--- config.mk ---
export PLATFORM = sky130hd
export DESIGN_NAME = host_serial_port_config
export DESIGN_NICKNAME = d
export VERILOG_FILES = /design/src/serial_port_pkg.sv /design/src/host_serial_port_config.sv
export VERILOG_INCLUDE_DIRS = /design/src
export SDC_FILE = /design/constraint.sdc
export NUM_CORES = 2
export LEC_CHECK = 0
export BUFFER_PORTS_ARGS = -buffer_cell sky130_fd_sc_hd__buf_2
export CORE_UTILIZATION = 30
export CTS_CLUSTER_SIZE = 8
export DETAILED_ROUTE_END_ITERATION = 8
export HOLD_SLACK_MARGIN = 0.1
export PLACE_DENSITY = 0.51
export REMOVE_ABC_BUFFERS = 1
export SLEW_MARGIN = 20
export SYNTH_ARGS = -nofsm -noshare
export SYNTH_HDL_FRONTEND = slang
export SYNTH_SLANG_ARGS = --single-unit
--- constraint.sdc ---
create_clock -name aclk -period 363.1 [get_ports aclk]
set_input_delay 18.155 -clock aclk [delete_from_list [all_inputs] [get_ports aclk]]
set_output_delay 18.155 -clock aclk [all_outputs]
set_load 0.01 [all_outputs]
--- src/serial_port_defs.svh ---
// Constants of the host serial port: offsets, fields, resets, timing.
// Assumes a 100 MHz aclk and a 32-bit AXI4-Lite register bus.
`ifndef SERIAL_PORT_DEFS_SVH
`define SERIAL_PORT_DEFS_SVH

`define SP_CLK_HZ 32'h05f5e100
`define SP_BUF_AW 7
`define SP_BUF_DEPTH 8'h80

// Register byte offsets
`define SP_OFF_BAUD 8'h00
`define SP_OFF_PARITY 8'h04
`define SP_OFF_SILENCE 8'h08
`define SP_OFF_THRESH 8'h0c
`define SP_OFF_MODE 8'h10
`define SP_OFF_FORMAT 8'h14
`define SP_OFF_STATUS 8'h18

// Status fields
`define SP_ST_CTS 8
`define SP_ST_XOFF 9
`define SP_ST_PERR 16
`define SP_ST_FERR 17
`define SP_ST_OVR 18

// Reset values
`define SP_BAUD_DEF 18'h00003
`define SP_DIV_DEF 17'h028b1
`define SP_PARITY_DEF 2'h0
`define SP_SILENCE_DEF 8'h03
`define SP_THRESH_DEF 7'h51
`define SP_MODE_DEF 2'h0
`define SP_FORMAT_DEF 1'h0

// Legal ranges
`define SP_BAUD_CODE_MAX 18'h00008
`define SP_BAUD_LIT_MIN 18'h004b0
`define SP_BAUD_LIT_MAX 18'h3d090
`define SP_THRESH_MIN 7'h07
`define SP_THRESH_MAX 7'h66
`define SP_MODE_MAX 2'h2
`define SP_HYST 8'h10

// Standard rates by code
`define SP_RATE_0 18'h004b0
`define SP_RATE_1 18'h00960
`define SP_RATE_2 18'h012c0
`define SP_RATE_3 18'h02580
`define SP_RATE_4 18'h04b00
`define SP_RATE_5 18'h09600
`define SP_RATE_6 18'h0e100
`define SP_RATE_7 18'h1c200
`define SP_RATE_8 18'h38400

// Characters and frame types
`define SP_XOFF 8'h13
`define SP_XON 8'h11
`define SP_FT_RX 8'h90
`define SP_FT_EXPLICIT 8'h91
`define SP_BITS_BASE 4'ha

`endif

--- src/serial_port_pkg.sv ---
// Types of the host serial port: state enums and the state record.
// Assumes serial_port_defs.svh is on the include path.
`include "serial_port_defs.svh"
package serial_port_pkg;
	typedef enum logic [1:0] {
		RX_IDLE = 2'b00,
		RX_START = 2'b01,
		RX_DATA = 2'b10,
		RX_STOP = 2'b11
	} rx_state_e;

	typedef enum logic {
		TX_IDLE = 1'b0,
		TX_RUN = 1'b1
	} tx_state_e;

	typedef struct packed {
		logic [17:0] baud;
		logic [16:0] div;
		logic [1:0] parity;
		logic [7:0] silence;
		logic [6:0] thresh;
		logic [1:0] mode;
		logic fmt;
		logic rx_s1;
		logic rx_s2;
		rx_state_e rx_st;
		logic [16:0] rx_cnt;
		logic [3:0] rx_bit;
		logic [8:0] rx_shift;
		tx_state_e tx_st;
		logic [16:0] tx_cnt;
		logic [3:0] tx_bit;
		logic [10:0] tx_shift;
		logic txd;
		logic xoff;
		logic send_xoff;
		logic send_xon;
		logic [`SP_BUF_AW-1:0] wr_ptr;
		logic [`SP_BUF_AW-1:0] rd_ptr;
		logic [7:0] count;
		logic [16:0] sil_cnt;
		logic [11:0] sil_bits;
		logic sending;
		logic [7:0] pkt_left;
		logic perr;
		logic ferr;
		logic ovr;
		logic aw_got;
		logic [7:0] aw_addr;
		logic w_got;
		logic [31:0] w_data;
		logic [3:0] w_strb;
		logic bvalid;
		logic [1:0] bresp;
		logic rvalid;
		logic [31:0] rdata;
		logic [1:0] rresp;
	} state_s;
endpackage

--- src/host_serial_port_config.sv ---
// Host-facing asynchronous serial port with AXI4-Lite configuration.
// Assumes rxd arrives from outside aclk; pkt_ready from aclk logic.
//
// Implementation choices: register access over AXI4-Lite and the placing of the registers.
`include "serial_port_defs.svh"
`timescale 1ns/1ps
`default_nettype none
module host_serial_port_config (
	// Clock, reset, enable
	input wire logic aclk,
	input wire logic aresetn,
	input wire logic ce,
	// AXI4-Lite write
	input wire logic awvalid,
	output logic awready,
	input wire logic [7:0] awaddr,
	input wire logic [2:0] awprot,
	input wire logic wvalid,
	output logic wready,
	input wire logic [31:0] wdata,
	input wire logic [3:0] wstrb,
	output logic bvalid,
	input wire logic bready,
	output logic [1:0] bresp,
	// AXI4-Lite read
	input wire logic arvalid,
	output logic arready,
	input wire logic [7:0] araddr,
	input wire logic [2:0] arprot,
	output logic rvalid,
	input wire logic rready,
	output logic [31:0] rdata,
	output logic [1:0] rresp,
	// Serial pins
	input wire logic rxd,
	output logic txd,
	output logic cts_n,
	// Outgoing data to the radio
	output logic pkt_valid,
	input wire logic pkt_ready,
	output logic [7:0] pkt_data,
	output logic pkt_last,
	// Mode outputs
	output logic api_mode,
	output logic api_escape,
	output logic [7:0] rx_frame_type
);
	serial_port_pkg::state_s r;
	serial_port_pkg::state_s next_r;
	logic [7:0] buf_mem [0:`SP_BUF_DEPTH-1];
	logic push;

	function automatic logic [17:0] std_rate(input logic [3:0] code);
		logic [17:0] v;
		v = `SP_RATE_3;
		unique case (code)
			4'h0: v = `SP_RATE_0;
			4'h1: v = `SP_RATE_1;
			4'h2: v = `SP_RATE_2;
			4'h3: v = `SP_RATE_3;
			4'h4: v = `SP_RATE_4;
			4'h5: v = `SP_RATE_5;
			4'h6: v = `SP_RATE_6;
			4'h7: v = `SP_RATE_7;
			4'h8: v = `SP_RATE_8;
			default: v = `SP_RATE_3;
		endcase
		return v;
	endfunction

	// Rounded division of the clock by a rate or a divisor
	function automatic logic [31:0] near_div(input logic [31:0] d);
		return (`SP_CLK_HZ + (d >> 1)) / d;
	endfunction

	function automatic logic par_bit(input logic [1:0] p,
		input logic [7:0] d);
		logic b;
		b = 1'b0;
		unique case (p)
			2'h1: b = ^d;
			2'h2: b = ~^d;
			2'h3: b = 1'b1;
			default: b = 1'b0;
		endcase
		return b;
	endfunction

	function automatic logic [31:0] merge(input logic [31:0] old,
		input logic [31:0] nw, input logic [3:0] s);
		logic [31:0] m;
		m = old;
		for (int i = 0; i < 4; i++) begin
			if (s[i]) begin
				m[i*8 +: 8] = nw[i*8 +: 8];
			end
		end
		return m;
	endfunction

	logic [3:0] char_bits;
	logic [11:0] sil_target;
	logic [31:0] status;
	logic [31:0] wval;
	logic [17:0] req_rate;
	logic [31:0] new_div;
	logic [31:0] held_rate;
	logic pop;

	always_comb begin
		char_bits = `SP_BITS_BASE + {3'h0, r.parity != 2'h0};
		sil_target = 12'({4'h0, r.silence} * {8'h0, char_bits});
		status = 32'h0;
		status[7:0] = r.count;
		status[`SP_ST_CTS] = r.xoff;
		status[`SP_ST_XOFF] = r.xoff;
		status[`SP_ST_PERR] = r.perr;
		status[`SP_ST_FERR] = r.ferr;
		status[`SP_ST_OVR] = r.ovr;
	end

	always_comb begin
		next_r = r;
		push = 1'b0;
		pop = pkt_valid && pkt_ready;
		wval = 32'h0;
		req_rate = 18'h0;
		new_div = 32'h0;
		held_rate = 32'h0;

		// Receiver
		next_r.rx_s1 = rxd;
		next_r.rx_s2 = r.rx_s1;
		if (r.rx_cnt != 17'h0) begin
			next_r.rx_cnt = r.rx_cnt - 17'h1;
		end
		unique case (r.rx_st)
			serial_port_pkg::RX_IDLE: begin
				if (!r.rx_s2) begin
					next_r.rx_st = serial_port_pkg::RX_START;
					next_r.rx_cnt = r.div >> 1;
				end
			end
			serial_port_pkg::RX_START: begin
				if (r.rx_cnt == 17'h0) begin
					next_r.rx_st = r.rx_s2 ? serial_port_pkg::RX_IDLE :
						serial_port_pkg::RX_DATA;
					next_r.rx_cnt = r.div - 17'h1;
					next_r.rx_bit = 4'h0;
				end
			end
			serial_port_pkg::RX_DATA: begin
				if (r.rx_cnt == 17'h0) begin
					next_r.rx_shift = {r.rx_s2, r.rx_shift[8:1]};
					next_r.rx_bit = r.rx_bit + 4'h1;
					next_r.rx_cnt = r.div - 17'h1;
					if (r.rx_bit == char_bits - 4'h3) begin
						next_r.rx_st = serial_port_pkg::RX_STOP;
					end
				end
			end
			serial_port_pkg::RX_STOP: begin
				if (r.rx_cnt == 17'h0) begin
					next_r.rx_st = serial_port_pkg::RX_IDLE;
					if (!r.rx_s2) begin
						next_r.ferr = 1'b1;
					end else if (r.count == `SP_BUF_DEPTH) begin
						next_r.ovr = 1'b1;
					end else begin
						push = 1'b1;
					end
					if (r.parity != 2'h0 && r.rx_shift[8] !=
						par_bit(r.parity, r.rx_shift[7:0])) begin
						next_r.perr = 1'b1;
					end
				end
			end
		endcase

		// Line silence, counted in bit times
		if (r.rx_st != serial_port_pkg::RX_IDLE || !r.rx_s2) begin
			next_r.sil_cnt = r.div - 17'h1;
			next_r.sil_bits = 12'h0;
		end else if (r.sil_cnt != 17'h0) begin
			next_r.sil_cnt = r.sil_cnt - 17'h1;
		end else if (r.sil_bits != 12'hfff) begin
			next_r.sil_bits = r.sil_bits + 12'h1;
			next_r.sil_cnt = r.div - 17'h1;
		end

		// Buffer pointers and packet release
		if (push) begin
			next_r.wr_ptr = r.wr_ptr + `SP_BUF_AW'(1);
		end
		if (pop) begin
			next_r.rd_ptr = r.rd_ptr + `SP_BUF_AW'(1);
			next_r.pkt_left = r.pkt_left - 8'h1;
			if (r.pkt_left == 8'h1) begin
				next_r.sending = 1'b0;
			end
		end
		next_r.count = r.count + {7'h0, push} - {7'h0, pop};
		if (!r.sending && r.count != 8'h0) begin
			if (r.mode != 2'h0) begin
				next_r.sending = 1'b1;
				next_r.pkt_left = 8'h1;
			end else if (r.silence == 8'h0) begin
				next_r.sending = 1'b1;
				next_r.pkt_left = 8'h1;
			end else if (r.sil_bits >= sil_target) begin
				next_r.sending = 1'b1;
				next_r.pkt_left = r.count;
			end
		end

		// Flow control with hysteresis
		if (!r.xoff && r.count >= {1'b0, r.thresh}) begin
			next_r.xoff = 1'b1;
			next_r.send_xoff = 1'b1;
			next_r.send_xon = 1'b0;
		end else if (r.xoff && r.count + `SP_HYST < {1'b0, r.thresh}) begin
			next_r.xoff = 1'b0;
			next_r.send_xon = 1'b1;
			next_r.send_xoff = 1'b0;
		end

		// Transmitter for flow characters
		unique case (r.tx_st)
			serial_port_pkg::TX_IDLE: begin
				next_r.txd = 1'b1;
				if (r.send_xoff || r.send_xon) begin
					wval[7:0] = r.send_xoff ? `SP_XOFF : `SP_XON;
					next_r.tx_shift = {1'b1, par_bit(r.parity, wval[7:0]),
						wval[7:0], 1'b0};
					if (r.parity == 2'h0) begin
						next_r.tx_shift[9] = 1'b1;
					end
					next_r.send_xoff = 1'b0;
					next_r.send_xon = 1'b0;
					next_r.tx_bit = 4'h0;
					next_r.tx_cnt = r.div - 17'h1;
					next_r.txd = 1'b0;
					next_r.tx_st = serial_port_pkg::TX_RUN;
				end
			end
			serial_port_pkg::TX_RUN: begin
				if (r.tx_cnt != 17'h0) begin
					next_r.tx_cnt = r.tx_cnt - 17'h1;
				end else if (r.tx_bit == char_bits - 4'h1) begin
					next_r.tx_st = serial_port_pkg::TX_IDLE;
					next_r.txd = 1'b1;
				end else begin
					next_r.tx_shift = {1'b1, r.tx_shift[10:1]};
					next_r.txd = r.tx_shift[1];
					next_r.tx_bit = r.tx_bit + 4'h1;
					next_r.tx_cnt = r.div - 17'h1;
				end
			end
		endcase

		// AXI4-Lite write channel
		if (awvalid && awready) begin
			next_r.aw_got = 1'b1;
			next_r.aw_addr = awaddr;
		end
		if (wvalid && wready) begin
			next_r.w_got = 1'b1;
			next_r.w_data = wdata;
			next_r.w_strb = wstrb;
		end
		if (bvalid && bready) begin
			next_r.bvalid = 1'b0;
		end
		if (r.aw_got && r.w_got && !r.bvalid) begin
			next_r.aw_got = 1'b0;
			next_r.w_got = 1'b0;
			next_r.bvalid = 1'b1;
			next_r.bresp = 2'b00;
			unique case (r.aw_addr)
				`SP_OFF_BAUD: begin
					wval = merge({14'h0, r.baud}, r.w_data, r.w_strb);
					req_rate = (wval <= 32'(`SP_BAUD_CODE_MAX)) ?
						std_rate(wval[3:0]) : wval[17:0];
					new_div = near_div({14'h0, req_rate});
					held_rate = near_div(new_div);
					if (wval <= 32'(`SP_BAUD_CODE_MAX)) begin
						next_r.baud = wval[17:0];
						next_r.div = new_div[16:0];
					end else if (wval >= 32'(`SP_BAUD_LIT_MIN) &&
						wval <= 32'(`SP_BAUD_LIT_MAX)) begin
						next_r.baud = held_rate[17:0];
						next_r.div = new_div[16:0];
					end
				end
				`SP_OFF_PARITY: begin
					wval = merge({30'h0, r.parity}, r.w_data, r.w_strb);
					if (wval[31:2] == 30'h0) begin
						next_r.parity = wval[1:0];
					end
				end
				`SP_OFF_SILENCE: begin
					wval = merge({24'h0, r.silence}, r.w_data, r.w_strb);
					next_r.silence = wval[7:0];
				end
				`SP_OFF_THRESH: begin
					wval = merge({25'h0, r.thresh}, r.w_data, r.w_strb);
					if (wval >= 32'(`SP_THRESH_MIN) &&
						wval <= 32'(`SP_THRESH_MAX)) begin
						next_r.thresh = wval[6:0];
					end
				end
				`SP_OFF_MODE: begin
					wval = merge({30'h0, r.mode}, r.w_data, r.w_strb);
					if (wval <= 32'(`SP_MODE_MAX)) begin
						next_r.mode = wval[1:0];
					end
				end
				`SP_OFF_FORMAT: begin
					wval = merge({31'h0, r.fmt}, r.w_data, r.w_strb);
					if (wval[31:1] == 31'h0) begin
						next_r.fmt = wval[0];
					end
				end
				`SP_OFF_STATUS: begin
					wval = r.w_data & {{8{r.w_strb[3]}}, {8{r.w_strb[2]}},
						{8{r.w_strb[1]}}, {8{r.w_strb[0]}}};
					next_r.perr = next_r.perr & ~wval[`SP_ST_PERR];
					next_r.ferr = next_r.ferr & ~wval[`SP_ST_FERR];
					next_r.ovr = next_r.ovr & ~wval[`SP_ST_OVR];
					if (r.rx_st == serial_port_pkg::RX_STOP &&
						r.rx_cnt == 17'h0) begin
						next_r.perr = next_r.perr | (r.parity != 2'h0 &&
							r.rx_shift[8] != par_bit(r.parity, r.rx_shift[7:0]));
						next_r.ferr = next_r.ferr | !r.rx_s2;
						next_r.ovr = next_r.ovr | (r.rx_s2 &&
							r.count == `SP_BUF_DEPTH);
					end
				end
				default: next_r.bresp = 2'b10;
			endcase
		end

		// AXI4-Lite read channel
		if (rvalid && rready) begin
			next_r.rvalid = 1'b0;
		end
		if (arvalid && arready) begin
			next_r.rvalid = 1'b1;
			next_r.rresp = 2'b00;
			unique case (araddr)
				`SP_OFF_BAUD: next_r.rdata = {14'h0, r.baud};
				`SP_OFF_PARITY: next_r.rdata = {30'h0, r.parity};
				`SP_OFF_SILENCE: next_r.rdata = {24'h0, r.silence};
				`SP_OFF_THRESH: next_r.rdata = {25'h0, r.thresh};
				`SP_OFF_MODE: next_r.rdata = {30'h0, r.mode};
				`SP_OFF_FORMAT: next_r.rdata = {31'h0, r.fmt};
				`SP_OFF_STATUS: next_r.rdata = status;
				default: begin
					next_r.rdata = 32'h0;
					next_r.rresp = 2'b10;
				end
			endcase
		end
	end

	always_ff @(posedge aclk) begin
		if (!aresetn) begin
			r <= '0;
			r.baud <= `SP_BAUD_DEF;
			r.div <= `SP_DIV_DEF;
			r.parity <= `SP_PARITY_DEF;
			r.silence <= `SP_SILENCE_DEF;
			r.thresh <= `SP_THRESH_DEF;
			r.mode <= `SP_MODE_DEF;
			r.fmt <= `SP_FORMAT_DEF;
			r.rx_s1 <= 1'b1;
			r.rx_s2 <= 1'b1;
			r.txd <= 1'b1;
			r.tx_shift <= 11'h7ff;
		end else if (ce) begin
			r <= next_r;
		end
	end

	always_ff @(posedge aclk) begin
		if (ce && push) begin
			buf_mem[r.wr_ptr] <= (r.parity == 2'h0) ? r.rx_shift[8:1] :
				r.rx_shift[7:0];
		end
	end

	assign awready = !r.aw_got && !r.bvalid;
	assign wready = !r.w_got && !r.bvalid;
	assign bvalid = r.bvalid;
	assign bresp = r.bresp;
	assign arready = !r.rvalid;
	assign rvalid = r.rvalid;
	assign rdata = r.rdata;
	assign rresp = r.rresp;
	assign txd = r.txd;
	assign cts_n = r.xoff;
	assign pkt_valid = r.sending;
	assign pkt_data = buf_mem[r.rd_ptr];
	assign pkt_last = r.pkt_left == 8'h1;
	assign api_mode = r.mode != 2'h0;
	assign api_escape = r.mode == 2'h2;
	assign rx_frame_type = r.fmt ? `SP_FT_EXPLICIT : `SP_FT_RX;
endmodule
`default_nettype wire

==> results.ini <==
[outcome]
status=finished clean

[clocking]
cts_hold_buf=0
clock-sinks=1288
htree_levels=4
postCtsSetupBuffers=0
clk_pin_slew_ns=0.05
cts_tree=done
insertion_delay_ns=0.83
cts_resized=0
root_buffer=clkbuf_16
cts.path.max_buffers=4
numCtsBuffers=188

[sta]
rsz0062_at_grt=no
hold_violations=0
finalCriticalPeriod_ns=236.94
max_freq_mhz=4.220
slew_headroom_pct=26.19
slew_viol_final=0
setup_slack_ns=126.16
tightest_slew_ns=1.096
fin_crit_sh_pct=65.26
setup_violations=0
fin_skew_ns=0.1033
fin_tns_setup_ns=0

[die]
start_util_pct=30.24
coreArea_mm2=0.3250
chipHeight_um=574.4
rows=209
io_pins=131
die_width_um=574.4
die-area_mm2=0.3300

[global_routing]
grt_overflow=0
grtUsageTotal_pct=18.12
antenna_found_initial=7
grt_pass1_wl_mm=467.5
grt_max_degree=145
grt_pass1_vias=76562

[synth]
yosys-top-cells-count=nor2_1 (1029), edfxtp_1 (1024), ha_1 (991), nand2_1 (788), nor3_1 (620)
yosysMostFrequentCell=nor2_1
yosys-top-cells-area=edfxtp_1 (31%), ha_1 (13%), mux4_2 (7.7%)
synth_cell_types=117
synthFlopType=edfxtp_1
synth_top_cell_by_area=edfxtp_1
syn-cell-area_mm2=0.09830
avgSynthCellArea_um2=9.993
ys_seq_elements=1288
synth_edf_count=1024
async_flop_share_pct=0
synth_top_area_share_pct=31.28
synthCells=9837
yosys_warnings=0
yosysSeqAreaShare_pct=36.66

[drt]
num_vias=78708
vias_per_cell=5.519
drt-initial-drc-count=5834
drt_first_pass_iters=6
antenna_left=0
wl_per_cell_um=21.56
wirelength_mm=307.5
drc_errors=0

[placed_design]
numPortBuffers=102
dp_hpwl_mm=223.2
place_ws_ns=128.54
gp_congestion=0.9256
place_area_mm2=0.1040

[worst_hold_path]
hold_path_class=flop to flop

[job]
drv_cap=0

[critical_path]
path_common_cell=o21a_1
cp_slowest_cell=o21ai_0
start_kind=flop
crit_fanout=54
arrival_ns=237.59
cp_data_required_time_ns=363.74
worstSetupPathType=flop to flop
rrSetupSlack_ns=126.16
crit_path_end_kind=flop
slowest_delay_ns=0.86

[cells_and_area]
fill_cells=32613
final_cell_area_mm2=0.1091
syn2layout_area_growth_pct=10.96
post-route-util_pct=33.56
drive_gt1_share_pct=12.70
layout.nets=10948

## layer usage
layer | vias to the layer above | share of wire (%) | GRT usage, %
met2 | 1964 | 46 | 30.14
met4 | 0 | 3.1 | 5.248
met1 | 38670 | 45 | 24.55
met3 | 446 | 5.1 | 2.280
li1 | 37628 | - | -
met5 | - | 0 | 0
## state kept, by name, summed over array words and instances (netlist names), named ones only
signal     cells
next_r         1
rdata         19
pkt_valid      1
txd            1
buf_mem     1024
cts_n          1
rvalid         1
bvalid         1
bresp          1
r            230
rresp          1
## area by class of cell
type	instances	area (µm²)	share of cell area [%]
Clock inverter	9	108.9	0.09980
Antenna cell	2	5.005	0.004588
Multi-Input combinational cell	7859	59810	54.84
Clock buffer	233	4905	4.497
Tap cell	4325	5411	4.961
Timing Repair Buffer	250	1669	1.530
Sequential cell	1288	36050	33.05
Inverter	296	1119	1.025
## path summary, 6_finish.rpt
path                    end       from  cells past startpoint
setup / recovery     r[255]      r[42]                    863
setup reg to reg     r[255]      r[42]                   1028
hold reg to reg   rdata[15]  rdata[15]                      2
hold / removal    rdata[15]  rdata[15]                      2
## logic make-up after synthesis
group	Yosys count	synth area share, %
AO/OA/AOI/OAI	2523	17.52
XOR/XNOR	337	3.003
adder cells (fa/ha/maj)	999	12.76
buffers and inverters	717	2.939
flip-flops	1288	36.66
multiplexers	673	11.46
other	2	0.007640
AND/OR/NAND/NOR	3298	15.66
## cells in the final DEF (no fill, tap or decap), types with 81 or more instances in the layout
| master | Yosys | final |
|---|---|---|
| edfxtp_1 | 1024 | 1024 |
| a31oi_1 | 85 | 81 |
| mux2i_1 | 92 | 92 |
| o31ai_1 | 200 | 199 |
| nand3_1 | 149 | 147 |
| o21ai_0 | 394 | 391 |
| a21oi_1 | 505 | 502 |
| ha_1 | 991 | 991 |
| buf_4 | 45 | 142 |
| dfxtp_1 | 264 | 260 |
| buf_2 | 23 | 102 |
| nand2_1 | 788 | 770 |
| nor3_1 | 620 | 617 |
| a21o_1 | 140 | 140 |
| mux4_2 | 337 | 337 |
| nor2b_1 | 93 | 93 |
| inv_1 | 274 | 268 |
| xnor2_1 | 214 | 214 |
| clkbuf_16 | 0 | 189 |
| mux2_2 | 243 | 243 |
| or3_1 | 104 | 104 |
| nor2_1 | 1029 | 1023 |
| xor2_1 | 123 | 123 |
| o21a_1 | 585 | 584 |
## worst max-delay path: cells and delay by family (launching register included)
kind            cells  cell delay [ns]
buf+inv            66            21.82
flops               1             0.61
mux                11             3.73
fa+ha+maj          50            15.18
simple gates      182            37.19
compound gates    554           120.89
## per-stage QoR
stage,hold slack (ns),std cells
finish,0.4502,14262
detailed placement,0.4350,14017
global route,0.4688,14260
CTS,0.4496,14259
global placement,0.4300,14017
floorplan,0.4159,9443
Power is not shown: default switching activity piles up to over one toggle a cycle in this logic, so the estimate is an artifact.
